[config.mk]
export PLATFORM = sky130hd
export DESIGN_NAME = spgc_device_flat
export DESIGN_NICKNAME = d
export VERILOG_FILES = /design/src/hdl/spgc_pkg.sv /design/src/hdl/spgc_if.sv /design/src/hdl/spgc_device.sv /design/src/flat_wrapper.sv
export SDC_FILE = /design/constraint.sdc
export NUM_CORES = 1
export LEC_CHECK = 0
export ABC_CLOCK_PERIOD_IN_PS = 4500
export BUFFER_PORTS_ARGS = -buffer_cell sky130_fd_sc_hd__buf_2
export CAP_MARGIN = 20
export CORE_ASPECT_RATIO = 0.9
export CORE_MARGIN = 8
export CORE_UTILIZATION = 56
export CTS_CLUSTER_SIZE = 28
export DETAILED_ROUTE_END_ITERATION = 16
export PLACE_DENSITY = 0.85
export SLEW_MARGIN = 10
export SYNTH_ARGS = -nofsm -noshare
export SYNTH_HDL_FRONTEND = slang
export SYNTH_SLANG_ARGS = --single-unit
[constraint.sdc]
create_clock -name core_clk_in -period 4.5 [get_ports core_clk_in]
set_input_delay 0.675 -clock core_clk_in [delete_from_list [all_inputs] [get_ports core_clk_in]]
set_output_delay 0.675 -clock core_clk_in [all_outputs]
set_load 0.05 [all_outputs]
[src/hdl/spgc_pkg.sv]
// Shared constants for the sleep and power gating control block
package spgc_pkg;
   // ---------------------------------------------
   // Register offsets (data space)
   // ---------------------------------------------
   localparam logic [7:0] SPGC_OFS_SLEEP = 8'h53;
   localparam logic [7:0] SPGC_OFS_SYSCTL = 8'h55;
   localparam logic [7:0] SPGC_OFS_GATE2 = 8'h63;
   localparam logic [7:0] SPGC_OFS_GATE0 = 8'h64;
   localparam logic [7:0] SPGC_OFS_GATE1 = 8'h65;
   localparam logic [7:0] SPGC_IO_DELTA = 8'h20;
   localparam logic [7:0] SPGC_IO_LIMIT = 8'h40;
   // ---------------------------------------------
   // Field positions and masks
   // ---------------------------------------------
   localparam int SPGC_B_SLEEP_EN = 0;
   localparam int SPGC_B_SEL_LO = 1;
   localparam int SPGC_B_DBG_OFF = 7;
   localparam int SPGC_B_BOD_OFF = 6;
   localparam int SPGC_B_BOD_UNL = 5;
   localparam int SPGC_B_PULL_OFF = 4;
   localparam int SPGC_B_VEC_SEL = 1;
   localparam int SPGC_B_VEC_UNL = 0;
   localparam int SPGC_B_TIMER2 = 6;
   localparam logic [7:0] SPGC_MASK_SLEEP = 8'h0f;
   localparam logic [7:0] SPGC_MASK_SYSCTL = 8'hf3;
   localparam logic [7:0] SPGC_MASK_GATE0 = 8'hff;
   localparam logic [7:0] SPGC_MASK_GATE1 = 8'h03;
   localparam logic [7:0] SPGC_MASK_GATE2 = 8'h0f;
   localparam logic [7:0] SPGC_RESET_VAL = 8'h00;
   // ---------------------------------------------
   // Sleep mode codes
   // ---------------------------------------------
   localparam logic [2:0] SPGC_SM_IDLE = 3'h0;
   localparam logic [2:0] SPGC_SM_NOISE = 3'h1;
   localparam logic [2:0] SPGC_SM_PDOWN = 3'h2;
   localparam logic [2:0] SPGC_SM_PSAVE = 3'h3;
   localparam logic [2:0] SPGC_SM_STBY = 3'h6;
   localparam logic [2:0] SPGC_SM_XSTBY = 3'h7;
   // ---------------------------------------------
   // Timed sequence windows, in cycles
   // ---------------------------------------------
   localparam logic [2:0] SPGC_UNLOCK_CYC = 3'h4;
   localparam logic [2:0] SPGC_BOD_DELAY_CYC = 3'h3;
   localparam logic [2:0] SPGC_BOD_HOLD_CYC = 3'h3;
   // ---------------------------------------------
   // Controller command registers (own map)
   // ---------------------------------------------
   localparam logic [3:0] SPGC_CMD_ADDR = 4'h0;
   localparam logic [3:0] SPGC_CMD_WDATA = 4'h1;
   localparam logic [3:0] SPGC_CMD_GO = 4'h2;
   localparam logic [3:0] SPGC_CMD_RDATA = 4'h3;
   localparam logic [3:0] SPGC_CMD_STATUS = 4'h4;
   localparam int SPGC_GO_WRITE = 0;
   localparam int SPGC_GO_READ = 1;
   localparam int SPGC_GO_SLEEP = 2;
endpackage

[src/hdl/spgc_if.sv]
// Core-to-block access carrier for the sleep and power gating control
`timescale 1ns/10ps
`default_nettype none
interface spgc_if;
   logic [7:0] addr;
   logic io_space;
   logic [7:0] wdata;
   logic wr;
   logic rd;
   logic [7:0] rdata;
   logic sleep_instr;
   logic sleep_taken;
   logic bod_off_req;
   logic irq_block;
   logic [2:0] sleep_mode;
   modport device (
      input addr, io_space, wdata, wr, rd, sleep_instr,
      output rdata, sleep_taken, bod_off_req, irq_block, sleep_mode
   );
   modport core (
      output addr, io_space, wdata, wr, rd, sleep_instr,
      input rdata, sleep_taken, bod_off_req, irq_block, sleep_mode
   );
endinterface
`default_nettype wire

[src/hdl/spgc_device.sv]
// Sleep mode, system control and clock gating registers
// Operation
// - Three-bit field selects one of six sleep modes
// - Sleep instruction sleeps only with enable set
// - Software sets enable before, clears after sleep
// - Registers answer at data offsets; sleep and system control also at I/O
// - Debug disable bit turns debug port off
// - Debug bit changes on two equal writes
// - Brown-out off needs unlock then set write
// - Brown-out bit active after three, clears three later
// - Sleep while bit active requests detector off
// - Pull-up disable forces all pull-ups off
// - Vector select picks program or boot base
// - Vector select changes only after unlock write
// - Interrupts blocked during vector change sequence
// - Vector unlock clears after four or select write
// - Boot lock blocks interrupts in locked section
// - Group zero gates eight peripheral clocks
// - Group one gates timers four and three
// - Group two gates touch, serial, two-wire
// - Timer two gated only in synchronous mode
// - Gated timers resume from held state
// - Software reinitialises serial units after ungating
// - Converter disabled by software before gating
// - Gated peripheral frozen until bit cleared
//
// The plain strobed port was left to the implementer.
`timescale 1ns/10ps
`default_nettype none
module spgc_device
   import spgc_pkg::*;
#(
   parameter int BOOT_ADDR_W = 16
)(
   // Clock and reset
   input wire logic core_clk_in,
   input wire logic sys_rst_in,
   // Core side
   spgc_if.device bus,
   // Fuses and straps
   input wire logic debug_port_fuse_in,
   input wire logic [BOOT_ADDR_W-1:0] boot_size_fuse_in,
   input wire logic app_boot_lock_in,
   input wire logic boot_boot_lock_in,
   input wire logic exec_in_boot_in,
   input wire logic timer2_async_select_in,
   // Controls to the chip
   output logic debug_port_enable_out,
   output logic pullup_disable_out,
   output logic [BOOT_ADDR_W-1:0] vector_base_out,
   output logic [7:0] clock_stop_grp0_out,
   output logic [1:0] clock_stop_grp1_out,
   output logic [3:0] clock_stop_grp2_out
);
   // ---------------------------------------------
   // Address decode
   // ---------------------------------------------
   function automatic logic [7:0] spgc_norm(input logic [7:0] a,
                                            input logic io);
      spgc_norm = (io && a < SPGC_IO_LIMIT) ? a + SPGC_IO_DELTA : a;
   endfunction

   logic [7:0] ofs;
   logic wr_sleep, wr_sys, wr_g0, wr_g1, wr_g2;
   assign ofs = spgc_norm(bus.addr, bus.io_space);
   assign wr_sleep = bus.wr && ofs == SPGC_OFS_SLEEP;
   assign wr_sys = bus.wr && ofs == SPGC_OFS_SYSCTL;
   assign wr_g0 = bus.wr && ofs == SPGC_OFS_GATE0;
   assign wr_g1 = bus.wr && ofs == SPGC_OFS_GATE1;
   assign wr_g2 = bus.wr && ofs == SPGC_OFS_GATE2;

   logic [3:0] sleep_reg;
   logic [7:0] g0_reg;
   logic [1:0] g1_reg;
   logic [3:0] g2_reg;
   logic dbg_off_reg, pull_off_reg, vec_sel_reg, vec_unl_reg;
   logic bod_off_reg, bod_unl_reg;

   // ---------------------------------------------
   // Sleep control and gating registers
   // ---------------------------------------------
   always_ff @(posedge core_clk_in)
   begin
      if (sys_rst_in)
      begin
         sleep_reg <= 4'h0;
         g0_reg <= SPGC_RESET_VAL;
         g1_reg <= 2'h0;
         g2_reg <= 4'h0;
         pull_off_reg <= 1'b0;
      end
      else
      begin
         if (wr_sleep)
            sleep_reg <= bus.wdata[3:0] & SPGC_MASK_SLEEP[3:0];
         if (wr_g0)
            g0_reg <= bus.wdata & SPGC_MASK_GATE0;
         if (wr_g1)
            g1_reg <= bus.wdata[1:0];
         if (wr_g2)
            g2_reg <= bus.wdata[3:0];
         if (wr_sys)
            pull_off_reg <= bus.wdata[SPGC_B_PULL_OFF];
      end
   end

   // ---------------------------------------------
   // Debug disable: two equal writes in four cycles
   // ---------------------------------------------
   logic [2:0] dbg_cnt_reg;
   logic dbg_val_reg;
   always_ff @(posedge core_clk_in)
   begin
      if (sys_rst_in)
      begin
         dbg_off_reg <= 1'b0;
         dbg_cnt_reg <= 3'h0;
         dbg_val_reg <= 1'b0;
      end
      else if (wr_sys)
      begin
         if (dbg_cnt_reg != 3'h0 &&
             dbg_val_reg == bus.wdata[SPGC_B_DBG_OFF])
         begin
            dbg_off_reg <= bus.wdata[SPGC_B_DBG_OFF];
            dbg_cnt_reg <= 3'h0;
         end
         else
         begin
            dbg_val_reg <= bus.wdata[SPGC_B_DBG_OFF];
            dbg_cnt_reg <= SPGC_UNLOCK_CYC;
         end
      end
      else if (dbg_cnt_reg != 3'h0)
         dbg_cnt_reg <= dbg_cnt_reg - 3'h1;
   end

   // ---------------------------------------------
   // Brown-out sleep-off timed sequence
   // ---------------------------------------------
   logic [2:0] bod_unl_cnt_reg, bod_age_reg;
   logic bod_active;
   always_ff @(posedge core_clk_in)
   begin
      if (sys_rst_in)
      begin
         bod_unl_reg <= 1'b0;
         bod_unl_cnt_reg <= 3'h0;
         bod_off_reg <= 1'b0;
         bod_age_reg <= 3'h0;
      end
      else
      begin
         if (wr_sys && bus.wdata[SPGC_B_BOD_OFF] &&
             bus.wdata[SPGC_B_BOD_UNL])
         begin
            bod_unl_reg <= 1'b1;
            bod_unl_cnt_reg <= SPGC_UNLOCK_CYC;
         end
         else if (wr_sys && bod_unl_reg)
         begin
            bod_unl_reg <= 1'b0;
            bod_unl_cnt_reg <= 3'h0;
            if (bus.wdata[SPGC_B_BOD_OFF] && !bus.wdata[SPGC_B_BOD_UNL])
            begin
               bod_off_reg <= 1'b1;
               bod_age_reg <= 3'h0;
            end
         end
         else if (bod_unl_cnt_reg != 3'h0)
         begin
            bod_unl_cnt_reg <= bod_unl_cnt_reg - 3'h1;
            if (bod_unl_cnt_reg == 3'h1)
               bod_unl_reg <= 1'b0;
         end
         if (bod_off_reg && !(wr_sys && bod_unl_reg))
         begin
            if (bod_age_reg == SPGC_BOD_DELAY_CYC + SPGC_BOD_HOLD_CYC - 3'h1)
               bod_off_reg <= 1'b0;
            bod_age_reg <= bod_age_reg + 3'h1;
         end
      end
   end
   assign bod_active = bod_off_reg && bod_age_reg >= SPGC_BOD_DELAY_CYC;

   // ---------------------------------------------
   // Interrupt vector select with unlock
   // ---------------------------------------------
   logic [2:0] vec_cnt_reg;
   logic post_sel_reg;
   always_ff @(posedge core_clk_in)
   begin
      if (sys_rst_in)
      begin
         vec_sel_reg <= 1'b0;
         vec_unl_reg <= 1'b0;
         vec_cnt_reg <= 3'h0;
         post_sel_reg <= 1'b0;
      end
      else
      begin
         post_sel_reg <= 1'b0;
         if (wr_sys && vec_unl_reg && !bus.wdata[SPGC_B_VEC_UNL])
         begin
            vec_sel_reg <= bus.wdata[SPGC_B_VEC_SEL];
            vec_unl_reg <= 1'b0;
            vec_cnt_reg <= 3'h0;
            post_sel_reg <= 1'b1;
         end
         else if (wr_sys && bus.wdata[SPGC_B_VEC_UNL])
         begin
            vec_unl_reg <= 1'b1;
            vec_cnt_reg <= SPGC_UNLOCK_CYC;
         end
         else if (vec_cnt_reg != 3'h0)
         begin
            vec_cnt_reg <= vec_cnt_reg - 3'h1;
            if (vec_cnt_reg == 3'h1)
               vec_unl_reg <= 1'b0;
         end
      end
   end

   // ---------------------------------------------
   // Sleep entry
   // ---------------------------------------------
   logic taken_reg, bod_req_reg;
   logic [2:0] mode_reg;
   logic sel_ok;
   assign sel_ok = sleep_reg[3:1] != 3'h4 && sleep_reg[3:1] != 3'h5;
   always_ff @(posedge core_clk_in)
   begin
      if (sys_rst_in)
      begin
         taken_reg <= 1'b0;
         bod_req_reg <= 1'b0;
         mode_reg <= SPGC_SM_IDLE;
      end
      else
      begin
         taken_reg <= bus.sleep_instr && sleep_reg[SPGC_B_SLEEP_EN]
                      && sel_ok;
         bod_req_reg <= bus.sleep_instr && sleep_reg[SPGC_B_SLEEP_EN]
                        && sel_ok && bod_active;
         if (bus.sleep_instr && sleep_reg[SPGC_B_SLEEP_EN])
            mode_reg <= sleep_reg[3:1];
      end
   end

   // ---------------------------------------------
   // Read-back
   // ---------------------------------------------
   logic [7:0] rdata_reg;
   always_ff @(posedge core_clk_in)
   begin
      if (sys_rst_in)
         rdata_reg <= 8'h00;
      else if (bus.rd)
         case (ofs)
            SPGC_OFS_SLEEP: rdata_reg <= {4'h0, sleep_reg};
            SPGC_OFS_SYSCTL: rdata_reg <= {dbg_off_reg, bod_off_reg,
                                  bod_unl_reg, pull_off_reg, 2'h0,
                                  vec_sel_reg, vec_unl_reg};
            SPGC_OFS_GATE0: rdata_reg <= g0_reg;
            SPGC_OFS_GATE1: rdata_reg <= {6'h00, g1_reg};
            SPGC_OFS_GATE2: rdata_reg <= {4'h0, g2_reg};
            default: rdata_reg <= 8'h00;
         endcase
      else
         rdata_reg <= 8'h00;
   end

   // ---------------------------------------------
   // Outputs
   // ---------------------------------------------
   logic lock_block;
   assign lock_block = (vec_sel_reg && app_boot_lock_in && !exec_in_boot_in)
      || (!vec_sel_reg && boot_boot_lock_in && exec_in_boot_in);
   assign bus.rdata = rdata_reg;
   assign bus.sleep_taken = taken_reg;
   assign bus.bod_off_req = bod_req_reg;
   assign bus.sleep_mode = mode_reg;
   assign bus.irq_block = vec_unl_reg || post_sel_reg || lock_block;
   assign debug_port_enable_out = debug_port_fuse_in && !dbg_off_reg;
   assign pullup_disable_out = pull_off_reg;
   assign vector_base_out = vec_sel_reg ? boot_size_fuse_in
                                        : '0;
   // Held gates freeze state, clearing resumes it
   assign clock_stop_grp0_out = {g0_reg[7],
      g0_reg[SPGC_B_TIMER2] && !timer2_async_select_in,
      g0_reg[5:0]};
   assign clock_stop_grp1_out = g1_reg;
   assign clock_stop_grp2_out = g2_reg;
endmodule
`default_nettype wire

[src/flat_wrapper.sv]
// flat-port wrapper written by rule: the top's interface ports become plain ports
module spgc_device_flat import spgc_pkg::*;
#(
   parameter int BOOT_ADDR_W = 16
)
  (core_clk_in, sys_rst_in, debug_port_fuse_in, boot_size_fuse_in, app_boot_lock_in, boot_boot_lock_in, exec_in_boot_in, timer2_async_select_in, debug_port_enable_out, pullup_disable_out, vector_base_out, clock_stop_grp0_out, clock_stop_grp1_out, clock_stop_grp2_out, bus_addr, bus_io_space, bus_wdata, bus_wr, bus_rd, bus_sleep_instr, bus_rdata, bus_sleep_taken, bus_bod_off_req, bus_irq_block, bus_sleep_mode);
  spgc_if bus_i ();
  input wire logic core_clk_in;
  input wire logic sys_rst_in;
  input wire logic debug_port_fuse_in;
  input wire logic [BOOT_ADDR_W-1:0] boot_size_fuse_in;
  input wire logic app_boot_lock_in;
  input wire logic boot_boot_lock_in;
  input wire logic exec_in_boot_in;
  input wire logic timer2_async_select_in;
  output logic debug_port_enable_out;
  output logic pullup_disable_out;
  output logic [BOOT_ADDR_W-1:0] vector_base_out;
  output logic [7:0] clock_stop_grp0_out;
  output logic [1:0] clock_stop_grp1_out;
  output logic [3:0] clock_stop_grp2_out;
  input wire logic [$bits(bus_i.addr)-1:0] bus_addr;
  input wire logic [$bits(bus_i.io_space)-1:0] bus_io_space;
  input wire logic [$bits(bus_i.wdata)-1:0] bus_wdata;
  input wire logic [$bits(bus_i.wr)-1:0] bus_wr;
  input wire logic [$bits(bus_i.rd)-1:0] bus_rd;
  input wire logic [$bits(bus_i.sleep_instr)-1:0] bus_sleep_instr;
  output wire logic [$bits(bus_i.rdata)-1:0] bus_rdata;
  output wire logic [$bits(bus_i.sleep_taken)-1:0] bus_sleep_taken;
  output wire logic [$bits(bus_i.bod_off_req)-1:0] bus_bod_off_req;
  output wire logic [$bits(bus_i.irq_block)-1:0] bus_irq_block;
  output wire logic [$bits(bus_i.sleep_mode)-1:0] bus_sleep_mode;
  assign bus_i.addr = bus_addr;
  assign bus_i.io_space = bus_io_space;
  assign bus_i.wdata = bus_wdata;
  assign bus_i.wr = bus_wr;
  assign bus_i.rd = bus_rd;
  assign bus_i.sleep_instr = bus_sleep_instr;
  assign bus_rdata = bus_i.rdata;
  assign bus_sleep_taken = bus_i.sleep_taken;
  assign bus_bod_off_req = bus_i.bod_off_req;
  assign bus_irq_block = bus_i.irq_block;
  assign bus_sleep_mode = bus_i.sleep_mode;
  spgc_device #(.BOOT_ADDR_W(BOOT_ADDR_W)) u_core (.core_clk_in(core_clk_in), .sys_rst_in(sys_rst_in), .bus(bus_i), .debug_port_fuse_in(debug_port_fuse_in), .boot_size_fuse_in(boot_size_fuse_in), .app_boot_lock_in(app_boot_lock_in), .boot_boot_lock_in(boot_boot_lock_in), .exec_in_boot_in(exec_in_boot_in), .timer2_async_select_in(timer2_async_select_in), .debug_port_enable_out(debug_port_enable_out), .pullup_disable_out(pullup_disable_out), .vector_base_out(vector_base_out), .clock_stop_grp0_out(clock_stop_grp0_out), .clock_stop_grp1_out(clock_stop_grp1_out), .clock_stop_grp2_out(clock_stop_grp2_out));
endmodule
# == Yosys cells after proc, flatten, opt, wreduce, memory -nomap -nowiden ==
# Index checks and enable logic that the tools add are counted.
# classes
reduce_logical,55
mul,0
shifts,0
n_eq_ne,12
add_sub_neg,5
n_bitwise,2
muxes,28
n_lt_le_gt_ge,2
div,0
# op_table
cell,n
$eq 8x7->1 const B,5
$pmux 8 s5,1
$mux 3,12
$logic_and 1x1->1,26
$mux 16,1
$reduce_bool 3->1,5
$mux 1,13
$reduce_bool 2->1,5
$sub 3x1->3 const B,3
$add 8x6->8 const B,1
$lt 8x7->1 const B,1
$mux 8,1
$reduce_and 2->1,4
$logic_not 1->1,7
$eq 3x1->1 const B,2
$ne 3x3->1 const B,2
$reduce_or 3->1,2
$reduce_or 2->1,2
$add 3x1->3 const B,1
$eq 3x3->1 const B,1
$ge 3x2->1 const B,1
$logic_or 1x1->1,3
$reduce_and 3->1,1
$ne 2x2->1 const B,1
2 further kinds,3
# totals
word_cells,126
mem_count,0
mem_bits_ro,0
ramBits,0
output_inout_bits,46
reg_bits,51
inputBits,43
latchBits,0

# == Depth between registers and ports, before layout ==
# Gate-level depths: netlist of the first run.
# logic_depth
ltp_word,10
ltp_mapped,7
depth_no_buf,7

# == Least setup slack after synthesis of the first run ==
# No wires, ideal clock.
# synth_timing
kind,input -> register
startpoint,input bus_addr[5]
endpoint,register u_core.sleep_reg[0]
slack_ns,1.951
t_arrival_ns,2.422
setup_time_ns,0.126
stages,5
path_buffers,0
required_ns,4.374
path_cell_list,ha_1 nand3b_1 a2111oi_0 nand4_1 mux2i_1
# synth_via
elab_chain_cells,5
elab_cells_between_ends,6
classes_between,add/sub: 1; order compare: 1; eq/ne: 1; mux: 1; reduce/logical: 2
# synth_rtl
item,line,source
"start, declared",flat_wrapper.sv:22,input wire logic [$bits(bus_i.addr)-1:0] bus_addr;
$lt 8x7->1,spgc_device.sv:60,spgc_norm = (io && a < SPGC_IO_LIMIT) ? a + SPGC_IO_DELTA : a;
$logic_and 1x1->1,spgc_device.sv:60,
$mux 8 (*),spgc_device.sv:60,
$eq 8x7->1 (*),spgc_device.sv:66,assign wr_sleep = bus.wr && ofs == SPGC_OFS_SLEEP;
$logic_and 1x1->1 (*),spgc_device.sv:66,
"end signal, assigned",spgc_device.sv:95,sleep_reg <= bus.wdata[3:0] & SPGC_MASK_SLEEP[3:0];
"end, declared",spgc_device.sv:72,logic [3:0] sleep_reg;
# Mark *: on every way between the ends. The rest lies on a longest branch, timed or not.
# A chain may end at the register's enable or synchronous reset.

# == Final worst setup path of the first run ==
# layout_timing
startpoint,input bus_addr[7]
endpoint,register u_core.rdata_reg[1] (netlist: u_core.bus.rdata[1])
# layout_via
elab_chain_cells,5
elab_cells_between_ends,10
classes_between,add/sub: 1; order compare: 1; eq/ne: 5; mux: 2; reduce/logical: 1
# layout_rtl
item,line,source
$lt 8x7->1,spgc_device.sv:60,
$logic_and 1x1->1,spgc_device.sv:60,
$mux 8 (*),spgc_device.sv:60,
$eq 8x7->1,spgc_device.sv:259,case (ofs)
$pmux 8 s5 (*),spgc_device.sv:259,
"end signal, assigned",spgc_device.sv:260,"SPGC_OFS_SLEEP: rdata_reg <= {4'h0, sleep_reg};"
"end signal, assigned",spgc_device.sv:261,"SPGC_OFS_SYSCTL: rdata_reg <= {dbg_off_reg, bod_off_reg,"
"end signal, assigned",spgc_device.sv:264,SPGC_OFS_GATE0: rdata_reg <= g0_reg;
"end, declared",spgc_device.sv:253,logic [7:0] rdata_reg;
# Marks and branches as above.

==> PnR_summary.wiki, run 1 <==
{| class="wikitable"
! Metric !! Value
|-
| Run status || finished clean
|-
| Post-DR wirelength/cell || between 15 and 20 um
|-
| Synthesis-stage register bit count || 51
|-
| Estimated wirelength of the detail-placed design || about 6400 um
|-
| Worst-path clk slew || 0.09 ns
|-
| Arrival time worst endpoint || around 2.7 ns
|-
| R2R Path Start || u_core.dbg_cnt_reg[1]$_SDFFE_PP0P_
|-
| Final setup skew || 0.004540 ns
|-
| Core Footprint || 0.005255 mm2
|-
| Maximum number of pins on one net before global-route repair || 52
|-
| Total count of max-transition violations in the final report || 0
|-
| Fmax achieved || 403.0 MHz
|-
| Routed via count || around 3000
|-
| Total inserted antenna cells || 0
|-
| Post-detailed-route count of antenna-violating nets || 0
|-
| Number of cell rows || 25
|-
| Synthesis Warnings || 0
|-
| Deepest clock path buffer count || 2
|-
| Async set-or-reset flop fraction in the synthesized netlist || 0%
|-
| Worst setup path class || input port to flip-flop
|-
| Setup TNS || 0 ns
|-
| Final setup violation count || 0
|-
| Buffer cell driving the clock tree root || sky130_fd_sc_hd__clkbuf_8
|-
| Worst-Skew Late Latency || 0.32 ns
|-
| Final wirelength || 8497 um
|-
| Share of the yosys chip area belonging to registers || 33.55%
|-
| Chip height || 85.93 um
|-
| Crit. Startpoint || bus_addr[7]
|-
| Drt drc || 0
|-
| Fraction of final layout cells with drive strength greater than 1 || between 20 and 30%
|-
| Top cell types by occurrence after synthesis || sky130_fd_sc_hd__dfxtp_1, sky130_fd_sc_hd__a21oi_1, sky130_fd_sc_hd__nand2b_1
|-
| Biggest area consumer among synthesized cells || sky130_fd_sc_hd__dfxtp_1
|-
| Most used standard cell by instance count after synthesis || sky130_fd_sc_hd__dfxtp_1
|-
| Endpoint of the worst-slack reg-to-reg timing path || u_core.dbg_off_reg$_SDFFE_PP0P_
|-
| Slack of the worst reg-to-reg path || approximately 3 ns
|-
| Port-buffer cells || 88
|-
| Net count after synthesis || 410
|-
| IO Count || 89
|-
| TritonCTS buffer count || 5
|-
| Clock tree from TritonCTS || done
|-
| Static Leak || roughly 0.0015 uW
|-
| Vias in the first global route || 2905
|-
| Area of the die || 0.008052 mm2
|-
| Total power density per cell area || about 300 mW/mm2
|-
| Wire length of the first global-routing pass || approximately 14000 um
|-
| Min cycle time layout || 2.481 ns
|-
| Overall fraction of global-route tracks in use || between 20% and 30%
|-
| Distinct cells, synth || ~50
|-
| Req. time, crit path || 4.66 ns
|-
| Slew Limit Headroom || 44.31%
|-
| Max-cap violations || 0
|-
| Post-Syn Area || a little over 0.003 mm2
|-
| IR drop worst, VDD || 165.9 uV
|-
| Final clock period utilization by the worst path || 55.14%
|-
| # H-tree levels || 2
|-
| Fraction of synthesized cell area taken by the top area cell type || 33.55%
|-
| Initial cell density of the core || between 50% and 60%
|-
| Total congestion overflow after global routing || 0
|-
| Smallest hold slack || 0.4559 ns
|-
| EDFF count, synth || 0
|-
| Final GP Congestion || 0.8429
|-
| Post-cts repair resize count || 0
|-
| CTS sink count || 51
|-
| Area taken by flip-flops and latches || 0.001021 mm2
|-
| Top cells by area, synth || sky130_fd_sc_hd__dfxtp_1, sky130_fd_sc_hd__mux2i_1, sky130_fd_sc_hd__ha_1, sky130_fd_sc_hd__a21oi_1, sky130_fd_sc_hd__nand2b_1
|-
| RSZ-0062 raised after global routing || no
|-
| Initial antenna violation count || 0
|-
| Count of fill cells added during filler insertion || 446
|-
| Number of nets in the layout || 478
|-
| Number of hold violations in the final report || 0
|-
| Post-Syn Instances || 354
|-
| Post-CTS Setup Repair Bufs || 0
|-
| Floorplan die width || 93.70 um
|-
| Multi-input gate area in the final layout || 0.001790 mm2
|-
| Worst min-delay path class || flip-flop to flip-flop
|-
| Critical Path Source Type || input port
|-
| Area Growth Syn to Fin || 15.62%
|-
| Vias/cell || 6.163
|-
| Crit end category || flip-flop
|-
| Peak fanout along the critical path || 17
|-
| Average cell area after synthesis || about 8.6 um2
|-
| Worst reg2reg path depth || 5
|-
| Detailed Route Iter0 Violations || 287
|-
| Length of the first detailed-routing pass in iterations || 5
|-
| Transition time of the tightest slew-check pin || 0.8315 ns
|-
| Critical Path End || u_core.bus.rdata[1]$_SDFF_PP0_
|-
| CTS Hold Bufs || 0
|-
| Post-synth top flop || sky130_fd_sc_hd__dfxtp_1
|}
[through the flow]
step | total power, uW | setup WS, ns | std cells | util, % | instance area, um2
2_1_floorplan | 714.8 | 1.951 | 354 | - | 3043
3_3_place_gp | 762.6 | 1.852 | 482 | 64.98 | 3415
3_5_place_dp | 784.4 | 1.744 | 482 | 64.98 | 3415
4_1_cts | 1082 | 2.068 | 490 | 66.95 | 3518
5_1_grt | 1136 | 1.906 | 490 | 66.95 | 3518
6_report | 1081 | 2.019 | 490 | 66.95 | 3518
[how the worst min path moves through the flow]
stage | endpoint | startpoint | depth (start not counted) | slack [ns]
floorplan | u_core.g0_reg[6]$_SDFFE_PP0P_ | u_core.g0_reg[6]$_SDFFE_PP0P_ | 2 | 0.45
global placement | u_core.bus.sleep_mode[0]$_SDFFE_PP0P_ | u_core.bus.sleep_mode[0]$_SDFFE_PP0P_ | 2 | 0.44
detailed placement | u_core.bus.sleep_mode[1]$_SDFFE_PP0P_ | u_core.bus.sleep_mode[1]$_SDFFE_PP0P_ | 2 | 0.45
CTS | u_core.bus.sleep_mode[1]$_SDFFE_PP0P_ | u_core.bus.sleep_mode[1]$_SDFFE_PP0P_ | 2 | 0.46
global route | u_core.bus.sleep_mode[1]$_SDFFE_PP0P_ | u_core.bus.sleep_mode[1]$_SDFFE_PP0P_ | 2 | 0.49
finish | u_core.bus.sleep_mode[1]$_SDFFE_PP0P_ | u_core.bus.sleep_mode[1]$_SDFFE_PP0P_ | 2 | 0.46
[cell families after synthesis]
logic type      count (synthesis)  share of synthesized area [%]
simple gates                  143                          28.99
compound gates                 75                          15.34
flops                          51                          33.55
buf+inv                        44                          7.607
mux                            22                          7.442
fa+ha+maj                      13                          5.346
xor+xnor                        6                          1.727
[routing by layer]
layer / global-route usage, % / wire [um] / part of all wire [%]
met5: 0 / 0 / 0
met4: 9.209 / 189 / 2.2
met3: 5.672 / 969 / 11
met2: 32.55 / 3850 / 45
met1: 25.37 / 3487 / 41
[critical path, stage by stage]
cell,delay (ns)
sky130_fd_sc_hd__buf_2,0.16
sky130_fd_sc_hd__nor3b_2,0.49
sky130_fd_sc_hd__mux2_2,0.53
sky130_fd_sc_hd__a31oi_1,0.66
sky130_fd_sc_hd__a311oi_1,0.12
[layout make-up]
class	instances	share of cell area [%]
Timing Repair Buffer	92	13.37
Tap cell	67	2.383
Sequential cell	51	29.02
Clock inverter	1	0.2134
Inverter	13	1.387
Clock buffer	7	2.738
Multi-Input combinational cell	259	50.89
[layout by cell type, fill, tap and decap left out, types with 2 or more instances in the layout]
cell	count
sky130_fd_sc_hd__nand4b_1	6
sky130_fd_sc_hd__nor3_1	6
sky130_fd_sc_hd__xnor2_1	3
sky130_fd_sc_hd__clkbuf_8	7
sky130_fd_sc_hd__nor4b_1	2
sky130_fd_sc_hd__nand3_1	17
sky130_fd_sc_hd__o22ai_1	3
sky130_fd_sc_hd__dfxtp_1	51
sky130_fd_sc_hd__a2111oi_0	2
sky130_fd_sc_hd__and3_1	2
sky130_fd_sc_hd__nor3b_1	2
sky130_fd_sc_hd__a311oi_1	2
sky130_fd_sc_hd__mux2_2	5
sky130_fd_sc_hd__and2_1	18
sky130_fd_sc_hd__mux2i_1	17
sky130_fd_sc_hd__nand3b_1	13
sky130_fd_sc_hd__ha_1	13
sky130_fd_sc_hd__or3b_2	5
sky130_fd_sc_hd__nor2_1	9
sky130_fd_sc_hd__xor2_1	3
sky130_fd_sc_hd__buf_2	88
sky130_fd_sc_hd__or4_1	2
sky130_fd_sc_hd__nand4_1	14
sky130_fd_sc_hd__nand2b_1	20
sky130_fd_sc_hd__a21oi_1	27
sky130_fd_sc_hd__inv_1	13
sky130_fd_sc_hd__buf_4	4
sky130_fd_sc_hd__a31oi_1	2
sky130_fd_sc_hd__a211oi_1	12
sky130_fd_sc_hd__a21boi_0	2
sky130_fd_sc_hd__or2_2	2
sky130_fd_sc_hd__nand2_1	11
sky130_fd_sc_hd__o31ai_1	7
sky130_fd_sc_hd__o21ai_0	14
sky130_fd_sc_hd__nor2b_1	8
[power by group]
group          leakage, uW  switching, uW  internal, uW
clock            0.0000505            161           140
sequential        0.000412           17.5           482
combinational      0.00103            160           120
No activity file was read; power rests on OpenSTA's default activity.
==> inputs of run 2 (changes only) <==
--- a/config.mk
+++ b/config.mk
@@ -5,15 +5,16 @@
 export SDC_FILE = /design/constraint.sdc
 export NUM_CORES = 1
 export LEC_CHECK = 0
-export ABC_CLOCK_PERIOD_IN_PS = 4500
+export ABC_AREA = 1
+export ABC_CLOCK_PERIOD_IN_PS = 2410
 export BUFFER_PORTS_ARGS = -buffer_cell sky130_fd_sc_hd__buf_2
 export CAP_MARGIN = 20
 export CORE_ASPECT_RATIO = 0.9
 export CORE_MARGIN = 8
-export CORE_UTILIZATION = 56
+export CORE_UTILIZATION = 50
 export CTS_CLUSTER_SIZE = 28
 export DETAILED_ROUTE_END_ITERATION = 16
-export PLACE_DENSITY = 0.85
+export PLACE_DENSITY = 0.8
 export SLEW_MARGIN = 10
 export SYNTH_ARGS = -nofsm -noshare
 export SYNTH_HDL_FRONTEND = slang
==> constraint.sdc (replaced) <==
create_clock -name core_clk_in -period 2.41 [get_ports core_clk_in]
set_input_delay 0.3615 -clock core_clk_in [delete_from_list [all_inputs] [get_ports core_clk_in]]
set_output_delay 0.3615 -clock core_clk_in [all_outputs]
set_load 0.05 [all_outputs]
==> run 2 against run 1 <==
- design area is 12% lower
- clock power up 53%
- first-iteration DRC count fell by 12%
- non-clock buffer count is 2 lower
- sequential share of layout area up 3.9 points
- register-to-register slack got worse by 1.9 ns
- wire length shrank 21%
- largest cell class unchanged
- largest power group unchanged
==> PnR_summary.wiki, run 2 <==
{| class="wikitable"
! Metric !! Value
|-
| Final setup skew || 0.007413 ns
|-
| Total count of max-transition violations in the final report || 0
|-
| Final wirelength || 6730 um
|-
| Crit end category || primary output
|-
| Post-Syn Area || 0.002586 mm2
|-
| CP delay by family, top || flip-flops
|-
| Setup TNS || 0 ns
|-
| Most used standard cell by instance count after synthesis || sky130_fd_sc_hd__nand2_1
|-
| Fraction of final layout cells with drive strength greater than 1 || 24.55%
|-
| Req. time, crit path || 2.05 ns
|-
| Floorplan die width || 91.81 um
|-
| Slowest CP cell || sky130_fd_sc_hd__dfxtp_1
|-
| Distinct cells, synth || 33
|-
| Deepest clock path buffer count || 2
|-
| Top cell types by occurrence after synthesis || sky130_fd_sc_hd__nand2_1, sky130_fd_sc_hd__inv_1, sky130_fd_sc_hd__dfxtp_1
|-
| Fmax achieved || 527.0 MHz
|-
| Smallest hold slack || around 0.3 ns
|-
| TritonCTS buffer count || 5
|-
| Initial antenna violation count || 0
|-
| Slack of the worst reg-to-reg path || 1.03 ns
|-
| IR drop worst, VDD || 601.0 uV
|-
| RSZ-0062 raised after global routing || no
|-
| Max-cap violations || 0
|-
| Area of the die || roughly 0.0077 mm2
|-
| Fraction of synthesized cell area taken by the top area cell type || 39.48%
|-
| Buffer cell driving the clock tree root || sky130_fd_sc_hd__clkbuf_8
|-
| Arrival time worst endpoint || around 1.5 ns
|-
| Top cells by area, synth || sky130_fd_sc_hd__dfxtp_1, sky130_fd_sc_hd__nand2_1, sky130_fd_sc_hd__inv_1, sky130_fd_sc_hd__a21oi_1, sky130_fd_sc_hd__nand3_1
|-
| Biggest area consumer among synthesized cells || sky130_fd_sc_hd__dfxtp_1
|-
| Synthesis-stage register bit count || 51
|-
| Peak fanout along the critical path || 19
|-
| Number of nets in the layout || 503
|-
| Cell area after placement || 0.003018 mm2
|-
| Post-DR wirelength/cell || 13.07 um
|-
| Static Leak || 0.001635 uW
|-
| Post-detailed-route count of antenna-violating nets || 0
|-
| Commonest cells after routing, fill and taps aside || sky130_fd_sc_hd__nand2_1, sky130_fd_sc_hd__buf_2, sky130_fd_sc_hd__inv_1
|-
| Length of the first detailed-routing pass in iterations || 4
|-
| Number of cell rows || 25
|-
| Async set-or-reset flop fraction in the synthesized netlist || 0%
|-
| EDFF count, synth || 0
|-
| Worst-Skew Late Latency || ~0.30 ns
|-
| Slew Limit Headroom || 61.82%
|-
| Routed via count || ~2600
|-
| Worst min-delay path class || input port to flip-flop
|-
| Min cycle time layout || approximately 1.9 ns
|-
| Run status || finished clean
|-
| Total inserted antenna cells || 0
|-
| Synthesis Warnings || 0
|-
| # H-tree levels || 2
|-
| Core Footprint || 0.005130 mm2
|-
| Post-cts repair resize count || 0
|-
| Total congestion overflow after global routing || 0
|-
| Vias/cell || about 5
|-
| Estimated wirelength of the detail-placed design || around 5400 um
|-
| Post-Syn Instances || 366
|-
| Overall fraction of global-route tracks in use || about 17%
|-
| Worst-path clk slew || roughly 0.09 ns
|-
| Transition time of the tightest slew-check pin || about 0.57 ns
|-
| Cells traversed along the worst timing path || nand2_1, o211ai_1, buf_2
|-
| Chip height || 84.23 um
|-
| Area Growth Syn to Fin || 19.84%
|-
| IO Count || 89
|-
| Wire length of the first global-routing pass || 11070 um
|-
| Initial cell density of the core || 50.41%
|-
| Post-synth top flop || sky130_fd_sc_hd__dfxtp_1
|-
| Post-CTS Setup Repair Bufs || 0
|-
| Drt drc || 0
|-
| Net count after synthesis || 422
|-
| Final setup slack of the worst path || approximately 0.5 ns
|-
| DP Worst Slack || between 0.3 and 0.4 ns
|-
| Final clock period utilization by the worst path || 78.73%
|-
| CTS Hold Bufs || 0
|-
| Count of fill cells added during filler insertion || between 400 and 500
|-
| CTS sink count || 51
|-
| Detailed Route Iter0 Violations || 252
|-
| Vias in the first global route || about 2500
|-
| Average cell area after synthesis || 7.066 um2
|-
| Maximum number of pins on one net before global-route repair || 23
|-
| Final GP Congestion || 0.9245
|-
| Total power density per cell area || 597.9 mW/mm2
|-
| Port-buffer cells || 88
|-
| WP buf/inv || 1
|-
| Maximum single-stage delay on the critical path || 0.69 ns
|-
| Critical Path Source Type || flip-flop
|-
| Worst setup path class || flip-flop to primary output
|-
| Post-layout instance area || around 0.0031 mm2
|-
| Clock tree from TritonCTS || done
|-
| Final setup violation count || 0
|-
| Share of the yosys chip area belonging to registers || 39.48%
|-
| Number of hold violations in the final report || 0
|}
## run 2: cell types whose count changed in the layout (fill, tap and decap cells not counted), moves of 6 or more
cell / previous run / this run
sky130_fd_sc_hd__inv_1: 13 / 58
sky130_fd_sc_hd__nand2b_1: 20 / 0
sky130_fd_sc_hd__a211oi_1: 12 / 2
sky130_fd_sc_hd__nor2_1: 9 / 22
sky130_fd_sc_hd__o31ai_1: 7 / 0
sky130_fd_sc_hd__a21oi_1: 27 / 37
sky130_fd_sc_hd__nand3b_1: 13 / 0
sky130_fd_sc_hd__nand3_1: 17 / 35
sky130_fd_sc_hd__nand4b_1: 6 / 0
sky130_fd_sc_hd__nand4_1: 14 / 2
sky130_fd_sc_hd__nand2_1: 11 / 88
sky130_fd_sc_hd__nor2b_1: 8 / 0
sky130_fd_sc_hd__mux2i_1: 17 / 0
sky130_fd_sc_hd__and2_1: 18 / 1
## run 2: area by class of cell
cell class              count  area [um2]  area share [%]
multi-input cells         238        1229           39.64
flip-flops and latches     51        1021           32.94
repair buffers             90       455.4           14.70
clock inverters             1       5.005          0.1615
clock buffers               7       76.32           2.463
inverters                  61       229.0           7.388
well taps                  67       83.83           2.705
## run 2: layer usage
metal  GRT usage, %  wire length, um  up-vias
met4          5.117               87        0
met2          29.23             3128       99
met1          19.53             2804     1135
met3          6.150              711        8
li1               -                -     1311
met5              0                0        -
## run 2: final timing paths
kind | from | end | cells after the start
worst max-delay path | u_core.vec_sel_reg$_SDFFE_PP0P_ | bus_irq_block | 3
worst min-delay path | bus_wdata[4] | u_core.pullup_disable_out$_SDFFE_PP0P_ | 3
worst max register to register | u_core.dbg_cnt_reg[0]$_SDFFE_PP0P_ | u_core.dbg_cnt_reg[2]$_SDFFE_PP0P_ | 8
worst min register to register | u_core.g0_reg[6]$_SDFFE_PP0P_ | u_core.bus.rdata[6]$_SDFF_PP0_ | 2
## run 2: cell families after synthesis
| kind of cell | count (synthesis) | synth area share (%) |
|---|---|---|
| AO/OA/AOI/OAI | 62 | 12.92 |
| adder cells (fa/ha/maj) | 13 | 6.289 |
| flip-flops | 51 | 39.48 |
| buffers and inverters | 77 | 13.01 |
| XOR/XNOR | 3 | 1.016 |
| AND/OR/NAND/NOR | 160 | 27.29 |
## run 2: power breakdown
group | internal, uW | switching, uW | total, uW
logic | 187 | 266 | 453
registers | 903 | 34.6 | 938
clock network | 204 | 258 | 462
## run 2: stage by stage
step / total power, uW / cells / util, %
after global routing: 1989 / 515 / 60.41
after global placement: 1395 / 507 / 58.83
after detailed placement: 1413 / 507 / 58.83
after floorplan: 1296 / 366 / -
after CTS: 1868 / 515 / 60.41
final: 1853 / 515 / 60.41
## run 2: worst min-delay path, delay by kind of cell
kind          cells  cell delay [ns]
buf+inv           1             0.09
simple gates      2             0.12
